**src/shared/sbcr_pkg.sv**
```systemverilog
// Operation
// - restart entry clears software failure-output bit
// - soft reset keeps aux voltage, load-share bits
// - stop-off bit0: 0 runs, 1 stops watchdog only while the second stop-off bit is also 1
// - window select: 0 time-out, 1 window watchdog
// - bus wake in stop starts long window
// - period codes 10 to 1000 ms, 111 reserved
// - LIN fast-programming bit disables slope control
// - LIN low-slope bit selects 10.4 kBaud slope
// - LIN slope bits apply at select release
// - LIN transmit time-out supervision enable bit
// - LIN mode: off, wake, receive, normal
// - CAN mode low bits, top bit selective wake
// - device changes selective-wake bit itself only on fail-safe entry or soft reset
// - sleep entry without system error: normal becomes wake
// - receive-only: wake on sleep, kept on stop
// - wake capable or off stays unchanged
// - fail-safe forces bus and external wake values
// - peak threshold bit: 0 low, 1 high
// - peak bit writes ignored outside init, normal
// - reserved bits always read as zero
// - second stop-off bit in internal wake register
// - interrupt-global bit: wake only or all status
package sbcr_pkg;
  localparam logic [6:0] ADDR_HW_CONTROL = 7'h02;
  localparam logic [6:0] ADDR_WATCHDOG_CONTROL = 7'h03;
  localparam logic [6:0] ADDR_BUS_CONTROL_ONE = 7'h04;
  localparam logic [6:0] ADDR_BUS_CONTROL_TWO = 7'h05;
  localparam logic [6:0] ADDR_WAKE_INT_CONTROL = 7'h06;
  localparam logic [6:0] ADDR_WAKE_EXT_CONTROL = 7'h07;

  // writable bit masks; reserved positions are zero
  localparam logic [7:0] MASK_HW = 8'hfb;
  localparam logic [7:0] MASK_WD = 8'hf7;
  localparam logic [7:0] MASK_BUS1 = 8'hff;
  localparam logic [7:0] MASK_BUS2 = 8'h20;
  localparam logic [7:0] MASK_WKI = 8'hc4;
  localparam logic [7:0] MASK_WKE = 8'ha7;

  localparam logic [7:0] RST_HW = 8'h00;
  localparam logic [7:0] RST_WD = 8'h14;
  localparam logic [7:0] RST_BUS1 = 8'h20;
  localparam logic [7:0] RST_BUS2 = 8'h00;
  localparam logic [7:0] RST_WKI = 8'h00;
  localparam logic [7:0] RST_WKE = 8'h07;

  // soft reset keeps these hardware control bits
  localparam logic [7:0] HW_SOFT_KEEP = 8'h88;
  localparam int HW_FAILURE_OUTPUT_SW_ON = 5;
  localparam int WD_STOP_OFF0 = 6;
  localparam int WD_WINDOW = 5;
  localparam int WD_BUS_WAKE = 4;
  localparam int BUS1_LIN_FAST = 7;
  localparam int BUS1_LIN_LOW_SLOPE = 6;
  localparam int BUS1_LIN_TX_TIMEOUT_ENABLE = 5;
  localparam int BUS2_PEAK_TH = 5;
  localparam int WKI_STOP_OFF1 = 2;
  localparam int WKE_INT_GLOBAL = 7;

  // fail-safe values: bus mode low five bits, external wake forced bits
  localparam logic [4:0] FS_BUS1_LOW = 5'b01001;
  localparam logic [7:0] FS_WKE_KEEP = 8'ha0;
  localparam logic [7:0] FS_WKE_SET = 8'h07;

  localparam logic [1:0] XCVR_OFF = 2'b00;
  localparam logic [1:0] XCVR_WAKE = 2'b01;
  localparam logic [1:0] XCVR_RX_ONLY = 2'b10;
  localparam logic [1:0] XCVR_NORMAL = 2'b11;

  localparam logic [4:0] FRAME_BITS = 5'd16;
  localparam logic [4:0] ADDR_BITS = 5'd8;

  typedef enum logic [2:0] {
    SBCR_MODE_INIT = 3'b000,
    SBCR_MODE_NORMAL = 3'b001,
    SBCR_MODE_STOP = 3'b010,
    SBCR_MODE_SLEEP = 3'b011,
    SBCR_MODE_RESTART = 3'b100,
    SBCR_MODE_FAILSAFE = 3'b101
  } sbcr_mode_t;
endpackage

```
**src/design/sbcr_regs.sv**
```systemverilog
`timescale 1ns/1ps
`default_nettype none
module sbcr_regs
  import sbcr_pkg::*;
(
  // clock and reset
  input wire logic core_clk,
  input wire logic rst_n,
  // spi slave pins
  input wire logic spi_select_low,
  input wire logic spi_sclk,
  input wire logic spi_mosi,
  output logic spi_miso,
  // device state and events
  input wire logic [2:0] dev_mode,
  input wire logic system_error_flag,
  input wire logic enter_sleep,
  input wire logic enter_stop,
  input wire logic enter_restart,
  input wire logic enter_failsafe,
  input wire logic soft_reset,
  input wire logic bus_wake_in_stop,
  // hardware control outputs
  output logic failure_outputs,
  output logic aux_reg_voltage_cfg,
  output logic aux_reg_load_share,
  output logic aux_load_share_stop_on,
  // watchdog configuration
  output logic wdog_window_select,
  output logic wdog_start_on_bus_wake,
  output logic [2:0] wdog_period,
  output logic wdog_stop_off,
  output logic wdog_long_open_start,
  // bus configuration
  output logic lin_fast_prog,
  output logic lin_low_slope,
  output logic lin_tx_timeout_enable,
  output logic [1:0] lin_mode_field,
  output logic [2:0] can_mode,
  output logic main_reg_peak_threshold,
  output logic int_global
);

  typedef struct packed {
    logic [7:0] hw;
    logic [7:0] wd;
    logic [7:0] bus1;
    logic [7:0] bus2;
    logic [7:0] wki;
    logic [7:0] wke;
    logic sclk_q;
    logic sel_q;
    logic [4:0] cnt;
    logic [15:0] rx;
    logic [7:0] tx;
    logic miso;
    logic long_start;
    logic stop_off;
  } sbcr_state_t;

  sbcr_state_t st;
  sbcr_state_t next_st;

  function automatic logic [7:0] reg_read(input sbcr_state_t s, input logic [6:0] a);
    logic [7:0] v;
    v = 8'h00;
    case (a)
      ADDR_HW_CONTROL: v = s.hw & MASK_HW;
      ADDR_WATCHDOG_CONTROL: v = s.wd & MASK_WD;
      ADDR_BUS_CONTROL_ONE: v = s.bus1 & MASK_BUS1;
      ADDR_BUS_CONTROL_TWO: v = s.bus2 & MASK_BUS2;
      ADDR_WAKE_INT_CONTROL: v = s.wki & MASK_WKI;
      ADDR_WAKE_EXT_CONTROL: v = s.wke & MASK_WKE;
      default: v = 8'h00;
    endcase
    return v;
  endfunction

  // merge write data into writable positions only
  function automatic logic [7:0] merge(input logic [7:0] old, input logic [7:0] d,
                                       input logic [7:0] m);
    return (old & ~m) | (d & m);
  endfunction

  logic sclk_rise;
  logic sclk_fall;
  logic frame_end;
  logic wr_ok;
  logic [6:0] wr_addr;
  logic [7:0] wr_data;
  logic peak_writable;

  assign sclk_rise = !spi_select_low && spi_sclk && !st.sclk_q;
  assign sclk_fall = !spi_select_low && !spi_sclk && st.sclk_q;
  assign frame_end = spi_select_low && !st.sel_q;
  assign wr_ok = frame_end && (st.cnt == FRAME_BITS) && st.rx[15];
  assign wr_addr = st.rx[14:8];
  assign wr_data = st.rx[7:0];
  assign peak_writable = (dev_mode == SBCR_MODE_INIT) || (dev_mode == SBCR_MODE_NORMAL);

  always_comb begin
    next_st = st;
    next_st.sclk_q = spi_sclk;
    next_st.sel_q = spi_select_low;
    next_st.long_start = 1'b0;

    // serial shifter: sample on rising, drive on falling edge
    if (spi_select_low) begin
      next_st.cnt = 5'd0;
      next_st.miso = 1'b0;
    end else if (sclk_rise) begin
      next_st.rx = {st.rx[14:0], spi_mosi};
      if (st.cnt != FRAME_BITS) begin
        next_st.cnt = st.cnt + 5'd1;
      end
      if (st.cnt == ADDR_BITS - 5'd1) begin
        next_st.tx = reg_read(st, {st.rx[5:0], spi_mosi});
      end
    end else if (sclk_fall && st.cnt >= ADDR_BITS) begin
      next_st.miso = st.tx[7];
      next_st.tx = {st.tx[6:0], 1'b0};
    end

    // writes land when select returns high, so slope bits switch then
    if (wr_ok) begin
      case (wr_addr)
        ADDR_HW_CONTROL: next_st.hw = merge(st.hw, wr_data, MASK_HW);
        ADDR_WATCHDOG_CONTROL: next_st.wd = merge(st.wd, wr_data, MASK_WD);
        ADDR_BUS_CONTROL_ONE: next_st.bus1 = merge(st.bus1, wr_data, MASK_BUS1);
        ADDR_BUS_CONTROL_TWO: begin
          if (peak_writable) begin
            next_st.bus2 = merge(st.bus2, wr_data, MASK_BUS2);
          end
        end
        ADDR_WAKE_INT_CONTROL: next_st.wki = merge(st.wki, wr_data, MASK_WKI);
        ADDR_WAKE_EXT_CONTROL: next_st.wke = merge(st.wke, wr_data, MASK_WKE);
        default: next_st.hw = next_st.hw;
      endcase
    end

    // mode entry side effects override a coincident write
    if (enter_restart) begin
      next_st.hw[HW_FAILURE_OUTPUT_SW_ON] = 1'b0;
    end
    if (enter_sleep && !system_error_flag && next_st.bus1[1]) begin
      next_st.bus1[1:0] = XCVR_WAKE;
    end
    // stop entry keeps receive-only; wake and off are never touched
    if (enter_stop) begin
      next_st.bus1[1:0] = next_st.bus1[1:0];
    end
    if (enter_failsafe) begin
      next_st.bus1[4:0] = FS_BUS1_LOW;
      next_st.wke = (next_st.wke & FS_WKE_KEEP) | FS_WKE_SET;
    end
    if (soft_reset) begin
      next_st.hw = st.hw & HW_SOFT_KEEP;
      next_st.wd = RST_WD;
      next_st.bus1 = RST_BUS1;
      next_st.bus2 = RST_BUS2;
      next_st.wki = RST_WKI;
      next_st.wke = RST_WKE;
    end

    if (bus_wake_in_stop && st.wd[WD_BUS_WAKE]) begin
      next_st.long_start = 1'b1;
    end
    // both stop-off bits must be 1 before the watchdog stops
    next_st.stop_off = next_st.wd[WD_STOP_OFF0] && next_st.wki[WKI_STOP_OFF1];
  end

  always_ff @(posedge core_clk or negedge rst_n) begin
    if (!rst_n) begin
      st <= '{hw: RST_HW, wd: RST_WD, bus1: RST_BUS1, bus2: RST_BUS2, wki: RST_WKI,
              wke: RST_WKE, sclk_q: 1'b0, sel_q: 1'b1, cnt: 5'd0, rx: 16'h0000,
              tx: 8'h00, miso: 1'b0, long_start: 1'b0, stop_off: 1'b0};
    end else begin
      st <= next_st;
    end
  end

  assign spi_miso = st.miso;
  assign failure_outputs = st.hw[HW_FAILURE_OUTPUT_SW_ON];
  assign aux_reg_voltage_cfg = st.hw[7];
  assign aux_reg_load_share = st.hw[3];
  assign aux_load_share_stop_on = st.hw[1];
  assign wdog_window_select = st.wd[WD_WINDOW];
  assign wdog_start_on_bus_wake = st.wd[WD_BUS_WAKE];
  assign wdog_period = st.wd[2:0];
  assign wdog_stop_off = st.stop_off;
  assign wdog_long_open_start = st.long_start;
  assign lin_fast_prog = st.bus1[BUS1_LIN_FAST];
  assign lin_low_slope = st.bus1[BUS1_LIN_LOW_SLOPE];
  assign lin_tx_timeout_enable = st.bus1[BUS1_LIN_TX_TIMEOUT_ENABLE];
  assign lin_mode_field = st.bus1[4:3];
  assign can_mode = st.bus1[2:0];
  assign main_reg_peak_threshold = st.bus2[BUS2_PEAK_TH];
  assign int_global = st.wke[WKE_INT_GLOBAL];
endmodule
`default_nettype wire

```
**config.mk**
```make
export PLATFORM = sky130hd
export DESIGN_NAME = sbcr_regs
export DESIGN_NICKNAME = d
export VERILOG_FILES = /design/src/shared/sbcr_pkg.sv /design/src/design/sbcr_regs.sv
export SDC_FILE = /design/constraint.sdc
export NUM_CORES = 1
export LEC_CHECK = 0
export ABC_AREA = 1
export BUFFER_PORTS_ARGS = -buffer_cell sky130_fd_sc_hd__buf_4
export CORE_MARGIN = 8
export CORE_UTILIZATION = 50
export CTS_BUF_LIST = sky130_fd_sc_hd__clkbuf_4 sky130_fd_sc_hd__clkbuf_8 sky130_fd_sc_hd__clkbuf_16
export CTS_CLUSTER_DIAMETER = 80
export DETAILED_ROUTE_END_ITERATION = 10
export PLACE_DENSITY = 0.7
export SLEW_MARGIN = 20
export SYNTH_ARGS = -nofsm -noshare
export SYNTH_HDL_FRONTEND = slang
export SYNTH_SLANG_ARGS = --single-unit
```
**constraint.sdc**
```tcl
create_clock -name core_clk -period 2.3 [get_ports core_clk]
set_clock_uncertainty 0.15 [all_clocks]
set_input_delay 0 -clock core_clk [delete_from_list [all_inputs] [get_ports core_clk]]
set_output_delay 0 -clock core_clk [all_outputs]
set_load 0.01 [all_outputs]
```
==> flow_summary.ini, run 1 <==
[power_and_ir_drop]
seqPwrFrac_pct = 47.3
power_density_nw_per_um2 = 715
intPower_uw = 1970
swShare_pct = 30.3
pwr-share-clk_pct = 35.6
power.share.combinational_pct = 17.1
leakagePower_uw = 0.00194
power.switching_uw = 856
ir_worst_vdd_v = 0.000444
p_total_uw = 2820

[floorplan]
die_y_um = 97.9
rows = 30
start_util_pct = 50.4
dieArea_um2 = 9580
core_um2 = 6640
fp.dieW_um = 97.9
ios = 37

[global_routing]
grt_usage_pct = 18.3
overflow = 0
grt_pass1_wl_mm = 14.0
grt_max_degree = 66
grt_pass1_vias = 2860
antenna_found_initial = 0

[routing]
vias = 2916
avgViaCountPerCell = 5.47
wl_mm = 8.13
drt-initial-drc-count = 236
dr.pass1.iters = 5
routedWlPerCell_um = 15.2
ant_nets = 0
drc = 0

[setup_path]
crit_type = flip-flop to flip-flop
critPathTopFamily = simple AND/OR/NAND/NOR gates
critPathMaxFanout = 8
critPathCaptureType = flip-flop
crit_path_start = st[27]
cp.arrival_ns = 1.95
reg2reg_from = st[27]
required_ns = 2.42
path_buf_inv = 3
cpMaxStageDelayCell = dfrtp_1
critPathMaxStageDelay_ns = 0.40
cp-start-kind = flip-flop
cp_cell_sequence = inv_1 -> ha_1 -> nand2_1 -> inv_1 -> nand2_2 -> nor2_8 -> inv_4 -> nand2_1 -> nand2_2 -> a21oi_1

[yosys]
yosys.area.top_type = dfrtp_1
synth_area_per_cell_um2 = 8.29
synth_seq_cells = 65
yosysSeqAreaShare_pct = 48.8
ys_warn_count = 0
synth_nets = 421
yosys.area.top_type_share_pct = 43.3
netlist_area_um2 = 3350
ys_types = 36
syn_inst = 404
synth_area_leaders = dfrtp_1 (43%), nand2_1 (11%), nand3_1 (6.6%), o21ai_0 (5.5%), dfstp_2 (5.5%)

[sta]
fin_crit_sh_pct = 79.8
setup_viol = 0
fin_crit_ns = 1.84
fin_tns_setup_ns = 0
hold_viol = 0
maxSlewViolCount = 0
slew_headroom_pct = 45.7
rsz0062_at_grt = no
max_freq_ghz = 0.545
max_slew.worst_pin.slew_ns = 0.815

[placed_design]
dpl.hpwl_mm = 5.98
dp.cells = 505
place.gp.congestion = 0.920
portBuffers = 34

[cts]
cts.repair.resized = 0
cts_tree = done
cts_hold_buf = 12
cts-root-buf = clkbuf_8
cts.sinks = 65
clock_tree.buffer_depth = 2
cts_max_level = 3
path_clk_slew_ns = 0.07
clk_latency_ns = 0.35
cts_buffers = 9
post-cts-setup-buffer-count = 0

[hold_path]
hold_path.class = input pin to asynchronous set/reset pin

[final_layout]
n_antenna_cell = 0
mostFrequentLayoutCells = nand2_1 (101), dfrtp_1 (58), nand3_1 (44)
layout-drive-gt1-share_pct = 21.6
layout_commonest_cell = nand2_1
area_growth_syn_to_layout_pct = 17.8
final_cells = 533
fillCellCount = 623
fin_nets = 465

[flow_run]
drv_cap = 0

[status]
outcome = completed
==> stage by stage <==
stage | utilization [%] | hold slack (ns) | instance area [um2] | worst slack (ns)
2_1_floorplan | - | -0.446 | 3350 | 0.701
3_3_place_gp | 54.5 | -0.0298 | 3620 | 0.500
3_5_place_dp | 54.5 | -0.0288 | 3620 | 0.478
4_1_cts | 59.4 | 0.153 | 3950 | 0.471
5_1_grt | 59.4 | 0.173 | 3950 | 0.334
6_report | 59.4 | 0.145 | 3950 | 0.465
==> cell usage after synthesis <==
cell type	number
clkinv_2	1
buf_4	10
o21ai_0	37
o211ai_1	4
dfstp_2	7
or2_4	1
inv_4	1
xor2_1	1
buf_6	1
nor2_4	2
a31oi_1	1
o21ai_1	9
a22oi_1	1
nand2_1	101
o22ai_1	2
inv_2	6
nor2_1	23
inv_1	39
nor2_8	2
nand2_4	3
nand4_1	9
a31o_2	1
o21ai_2	3
dfrtp_1	58
nor3_4	3
nand2_2	4
clkbuf_1	3
a21oi_2	1
nor3_1	4
ha_1	2
nor2_2	6
o31ai_1	2
nand3_1	44
buf_2	2
nand3_2	4
a21oi_1	6
==> worst paths after layout <==
kind	end	slack, ns	cells after the start
max	wdog_start_on_bus_wake	0.46	10
min	st[33]	0.14	2
max reg2reg	wdog_start_on_bus_wake	0.46	10
min reg2reg	wdog_long_open_start	0.34	2
max in group asynchronous	lin_fast_prog	1.33	2
min in group core_clk	st[33]	0.18	2
==> sequential cells by signal (all words and copies together), names as in the netlist <==
name                     flops
wdog_start_on_bus_wake       1
aux_reg_load_share           1
wdog_period                  3
wdog_window_select           1
lin_low_slope                1
st                          43
lin_mode_field               2
wdog_stop_off                1
aux_load_share_stop_on       1
lin_tx_timeout_enable        1
int_global                   1
spi_miso                     1
lin_fast_prog                1
main_reg_peak_threshold      1
wdog_long_open_start         1
aux_reg_voltage_cfg          1
can_mode                     3
failure_outputs              1
==> power by group through the flow <==
stage | Clock [uW] | Sequential, uW | Combinational [uW]
CTS | 1030 | 1330 | 484
global placement | 0 | 1350 | 451
finish | 1010 | 1340 | 483
global route | 1080 | 1350 | 546
detailed placement | 0 | 1350 | 466
floorplan | 0 | 1330 | 358
==> final cells by class <==
| class | instances | area (um2) | area share [%] |
|---|---|---|---|
| timing repair buffer | 49 | 398 | 10.1 |
| clock buffer | 13 | 166 | 4.22 |
| sequential | 65 | 1640 | 41.4 |
| multi-input combinational | 276 | 1430 | 36.2 |
| inverter | 47 | 180 | 4.56 |
| tap | 80 | 100 | 2.54 |
| clock inverter | 3 | 40.0 | 1.01 |
==> routing by layer <==
metal / vias to the layer above / track usage, % / part of all wire [%]
met5: - / 0 / 0
met4: 0 / 6.83 / 2.0
met3: 19 / 5.97 / 6.4
met2: 101 / 27.7 / 46
met1: 1390 / 23.6 / 45
li1: 1406 / - / -
==> worst reg2reg max path, cell delays in order, from the launching register on <==
cell and delay (ns):
dfrtp_1 0.40, inv_1 0.10, ha_1 0.15, nand2_1 0.05
inv_1 0.07, nand2_2 0.10, nor2_8 0.23, inv_4 0.09
nand2_1 0.10, nand2_2 0.13, a21oi_1 0.20
==> cell families after synthesis <==
logic type / after synthesis / synth area share [%]
xor+xnor: 1 / 0.261
simple gates: 206 / 30.4
fa+ha+maj: 2 / 0.747
buf+inv: 63 / 8.59
compound gates: 67 / 11.2
flops: 65 / 48.8
Note: power is estimated with default switching activity, not from simulation.
==> inputs of run 2 (changes only) <==
Clock period 2.3 ns to 1.83 ns, I/O delays scaled along.
==> run 2 against run 1 <==
Effect of this change: the run now ends with hold timing left; wire length is 3.4% higher; cell area is 2.8% higher; clock power is 20% higher; combinational power is 37% higher; die area stayed put.
==> flow_summary.ini, run 2 (synthesis results as in run 1) <==
[cts]
cts.sinks = 65
clk_latency_ns = 0.34
cts_buffers = 9
cts_max_level = 3
cts_tree = done
path_clk_slew_ns = 0.07
clock_tree.buffer_depth = 2
cts-root-buf = clkbuf_8

[global_routing]
grt_max_degree = 33
antenna_found_initial = 0
overflow = 0
grt_pass1_wl_mm = 14.4
grt_usage_pct = 18.7
grt_pass1_vias = 2883

[floorplan]
dieArea_um2 = 9580
ios = 37
core_um2 = 6640
start_util_pct = 50.4
fp.dieW_um = 97.9
rows = 30
die_y_um = 97.9

[final_layout]
mostFrequentLayoutCells = nand2_1 (100), dfrtp_1 (57), buf_4 (49)
area_growth_syn_to_layout_pct = 21.1
stdcell_area_um2 = 4060
layout_commonest_cell = nand2_1
layout-drive-gt1-share_pct = 25.4
n_antenna_cell = 0
postLayoutCoreUtil_pct = 61.1
fin_nets = 477
largest_reg_flops = 43
largest-register = st

[sta]
max_freq_ghz = 0.572
rsz0062_at_grt = yes
maxSlewViolCount = 0
fin_crit_ns = 1.75
max_slew.worst_pin.slew_ns = 0.522
whs_ns = -0.00298
fin_crit_sh_pct = 95.5
fin_ws_ns = 0.0833
setup_viol = 0
slew_headroom_pct = 64.8
hold_viol = 3

[setup_path]
rrSetupSlack_ns = 0.08
reg2reg_depth = 8
critPathMaxFanout = 7
reg2reg_from = st[13]
cp.arrival_ns = 1.88
required_ns = 1.96
critPathCaptureType = flip-flop
cp-start-kind = flip-flop
reg2reg_to = st[7]
crit_type = flip-flop to flip-flop

[routing]
drc = 0
vias = 2927
wl_mm = 8.40
drt-initial-drc-count = 196
dr.pass1.iters = 4
ant_nets = 0
avgViaCountPerCell = 5.37
routedWlPerCell_um = 15.4

[power_and_ir_drop]
power.switching_uw = 1100
ir_worst_vdd_v = 0.000592
power_density_nw_per_um2 = 875
leakagePower_uw = 0.00201
seqPwrFrac_pct = 47.3
pwr-share-clk_pct = 34.0
power.share.combinational_pct = 18.7
swShare_pct = 31.0
p_total_uw = 3550
intPower_uw = 2450

[placed_design]
place.gp.congestion = 0.922
placed_cell_area_um2 = 3670
dpl.hpwl_mm = 6.25
portBuffers = 34
dp_slack_ns = -0.00165

[flow_run]
drv_cap = 0

[hold_path]
hold_path.class = input pin to asynchronous set/reset pin

[status]
violations = hold timing
outcome = complete, but fails checks
[run 2: changes by cell type in the layout (fill, tap and decap cells not counted), sizes merged]
cell | previous run | this run
buf | 37 | 49
clkinv | 3 | 4
clkbuf | 13 | 12
[run 2: metrics by stage]
step                TNS [ns]  std cells
floorplan                  0        404
global placement           0        512
detailed placement  -0.00165        512
CTS                        0        542
global route        -0.00666        545
finish                     0        545
[run 2: layout make-up]
type,count,area [um2]
Tap cell,80,100
Inverter,47,183
Sequential cell,65,1640
Clock buffer,12,146
Fill cell,610,2580
Timing Repair Buffer,61,488
Multi-Input combinational cell,276,1460
Clock inverter,4,45.0
[run 2: power by group through the flow]
stage                     sequential (uW)  clock, uW  combinational (uW)
after floorplan                      1670          0                 450
after global placement               1700          0                 601
after detailed placement             1700          0                 614
after CTS                            1680       1230                 641
after global routing                 1700       1290                 748
final                                1680       1210                 663
[run 2: worst max-delay path by stage]
| stage | start | endpoint | slack, ns | cells past startpoint |
|---|---|---|---|---|
| 2_1_floorplan | st[27] | wdog_stop_off | 0.23 | 11 |
| 3_3_place_gp | st[27] | wdog_period[0] | 0.08 | 11 |
| 5_1_grt | st[28] | st[36] | -0.007 | 10 |
| 6_report | st[13] | st[7] | 0.08 | 8 |
| 4_1_cts | st[28] | st[73] | 0.001 | 11 |
| 3_5_place_dp | st[27] | st[73] | -0.002 | 11 |
[run 2: worst max-delay path, cell delays in order, from the launching register on]
cell and delay, ns:
dfrtp_1 0.42, inv_2 0.17, nand2_1 0.19, nor3_4 0.27
buf_4 0.17, nand3_1 0.07, o211ai_1 0.10, nand2_1 0.09
nand2_1 0.06
[run 2: what timing repair did]
item                       in CTS  in global routing
setup endpoints to repair       1                 20
hold buffers                   12                  1
hold endpoints to repair       85                  1
pin swaps                       1                  5
gates resized for setup         1                 12
cloned                          0                  0
setup buffers                   2                  3
[run 2: routing by layer]
layer | track usage (%) | part of all wire (%)
met5 | 0 | 0
met4 | 7.19 | 1.5
met3 | 4.05 | 6.5
met2 | 28.5 | 45
met1 | 25.3 | 47
==> inputs of run 3 (changes only) <==
Settings changed: CORE_UTILIZATION 50 to 55, PLACE_DENSITY 0.7 to 0.76.
==> run 3 against run 2 <==
Effect of this change: the run now ends clean; clock power about the same; critical endpoint is now can_mode[0]; largest cell class unchanged; wire length increased by 1.3%; non-clock buffer count decreased by 1; highest routed layer unchanged.
==> flow_summary.ini, run 3 (synthesis results as in run 1) <==
[cts]
cts-root-buf = clkbuf_8
cts_max_level = 3
clk_latency_ns = 0.34
clock_tree.buffer_depth = 2
cts_buffers = 9
path_clk_slew_ns = 0.07
cts_tree = done
cts.sinks = 65

[global_routing]
grt_pass1_wl_mm = 13.7
grt_max_degree = 66
met3_usage_pct = 4.24
grt_pass1_vias = 2785
grt_busiest_layer = met2
overflow = 0
antenna_found_initial = 0
use_met2_pct = 31.0
grt_usage_pct = 19.8
use_met1_pct = 26.1

[setup_path]
rrSetupSlack_ns = 0.05
reg2reg_to = can_mode[0]
critPathMaxStageDelay_ns = 0.41
crit_type = flip-flop to flip-flop
cp_cell_sequence = inv_2 -> ha_4 -> nand2_2 -> inv_2 -> nand2_4 -> nor2_8 -> nand2_4 -> nand2_4 -> nand3_4 -> nand2_2 -> nand2_1 -> nand2_1
cp_common_cell = nand2_4
cp.arrival_ns = 1.91
reg2reg_depth = 12
path_buf_inv = 2
critPathMaxFanout = 7
cp-start-kind = flip-flop
critPathCaptureType = flip-flop
reg2reg_from = st[27]
critPathTopFamily = simple AND/OR/NAND/NOR gates
cpMaxStageDelayCell = dfrtp_1
required_ns = 1.96

[sta]
fin_tns_setup_ns = 0
max_freq_ghz = 0.561
max_slew.worst_pin.slew_ns = 0.806
rsz0062_at_grt = yes
hold_viol = 0
setup_viol = 0
fin_crit_sh_pct = 97.3
maxSlewViolCount = 0
slew_headroom_pct = 46.2
fin_crit_ns = 1.78

[power_and_ir_drop]
power_density_nw_per_um2 = 869
p_total_uw = 3590
leakagePower_uw = 0.00200
ir_worst_vdd_v = 0.000609

[floorplan]
core_um2 = 5920
ios = 37
dieArea_um2 = 8850
rows = 28
fp.dieW_um = 94.1
die_y_um = 94.1
start_util_pct = 56.6

[status]
outcome = completed

[final_layout]
largest_reg_flops = 43
final_cells = 538
layout-drive-gt1-share_pct = 27.9
mostFrequentLayoutCells = nand2_1 (93), dfrtp_1 (57), buf_4 (48)
layout_commonest_cell = nand2_1
area_growth_syn_to_layout_pct = 23.4
n_antenna_cell = 0
stdcell_area_um2 = 4140
fin_nets = 476
largest-register = st
fillCellCount = 465

[routing]
routedWlPerCell_um = 15.8
drc = 0
wl_mm = 8.51
vias = 3003
dr.pass1.iters = 5
drt-initial-drc-count = 222
ant_nets = 0
avgViaCountPerCell = 5.58

[flow_run]
drv_cap = 0

[placed_design]
dpl.hpwl_mm = 6.02
dp.cells = 505
portBuffers = 34
place.gp.congestion = 0.920
placed_cell_area_um2 = 3650

[hold_path]
hold_path.class = input pin to asynchronous set/reset pin
==> run 3: cell type report <==
class | instances | area [um2] | share of cell area [%]
inverter | 47 | 189 | 4.57
sequential | 65 | 1640 | 39.6
timing repair buffer | 60 | 480 | 11.6
tap | 75 | 93.8 | 2.27
clock buffer | 12 | 159 | 3.84
multi-input combinational | 276 | 1540 | 37.2
clock inverter | 3 | 40.0 | 0.968
==> run 3: worst max-delay path by stage <==
stage / cells past startpoint / from / slack (ns) / endpoint
floorplan: 11 / st[27] / 0.23 / wdog_stop_off
global placement: 11 / st[27] / 0.07 / can_mode[0]
global route: 12 / st[27] / -0.05 / can_mode[0]
detailed placement: 11 / st[27] / 0.01 / can_mode[0]
CTS: 11 / st[27] / 0.004 / can_mode[0]
finish: 12 / st[27] / 0.05 / can_mode[0]
==> run 3: routing by layer <==
metal,vias up,wire [um]
li1,1431,-
met1,1457,3750
met2,105,4120
met3,10,536
met4,0,102
met5,-,0
==> run 3: metrics by stage <==
step | worst slack [ns] | hold slack, ns | utilization [%]
after floorplan | 0.231 | -0.446 | -
after global placement | 0.0746 | -0.0304 | 61.7
after detailed placement | 0.00966 | -0.0279 | 61.7
after CTS | 0.00392 | 0.166 | 67.4
after global routing | -0.0473 | 0.170 | 69.8
final | 0.0487 | 0.139 | 69.8
==> run 3: power breakdown <==
group          internal, uW  switching, uW  total, uW  leakage, uW
registers              1560            131       1690     0.000854
logic                   222            448        670      0.00104
clock network           707            531       1240     0.000106
total                  2480           1110       3590      0.00200
==> run 3: worst reg2reg max path, delay by kind of cell (launching register included) <==
family / cells / cell delay (ns)
and+or+nand+nor: 9 / 0.88
DFF: 1 / 0.41
buffers and inverters: 2 / 0.17
adders and majority gates: 1 / 0.13
==> run 3: what timing repair did <==
action,CTS,global route
hold buffers,12,1
endpoints found under the hold margin,86,1
setup buffers,2,4
setup endpoints to repair,1,31
pin swaps,1,8
cloned,0,0
gates resized for setup,1,37
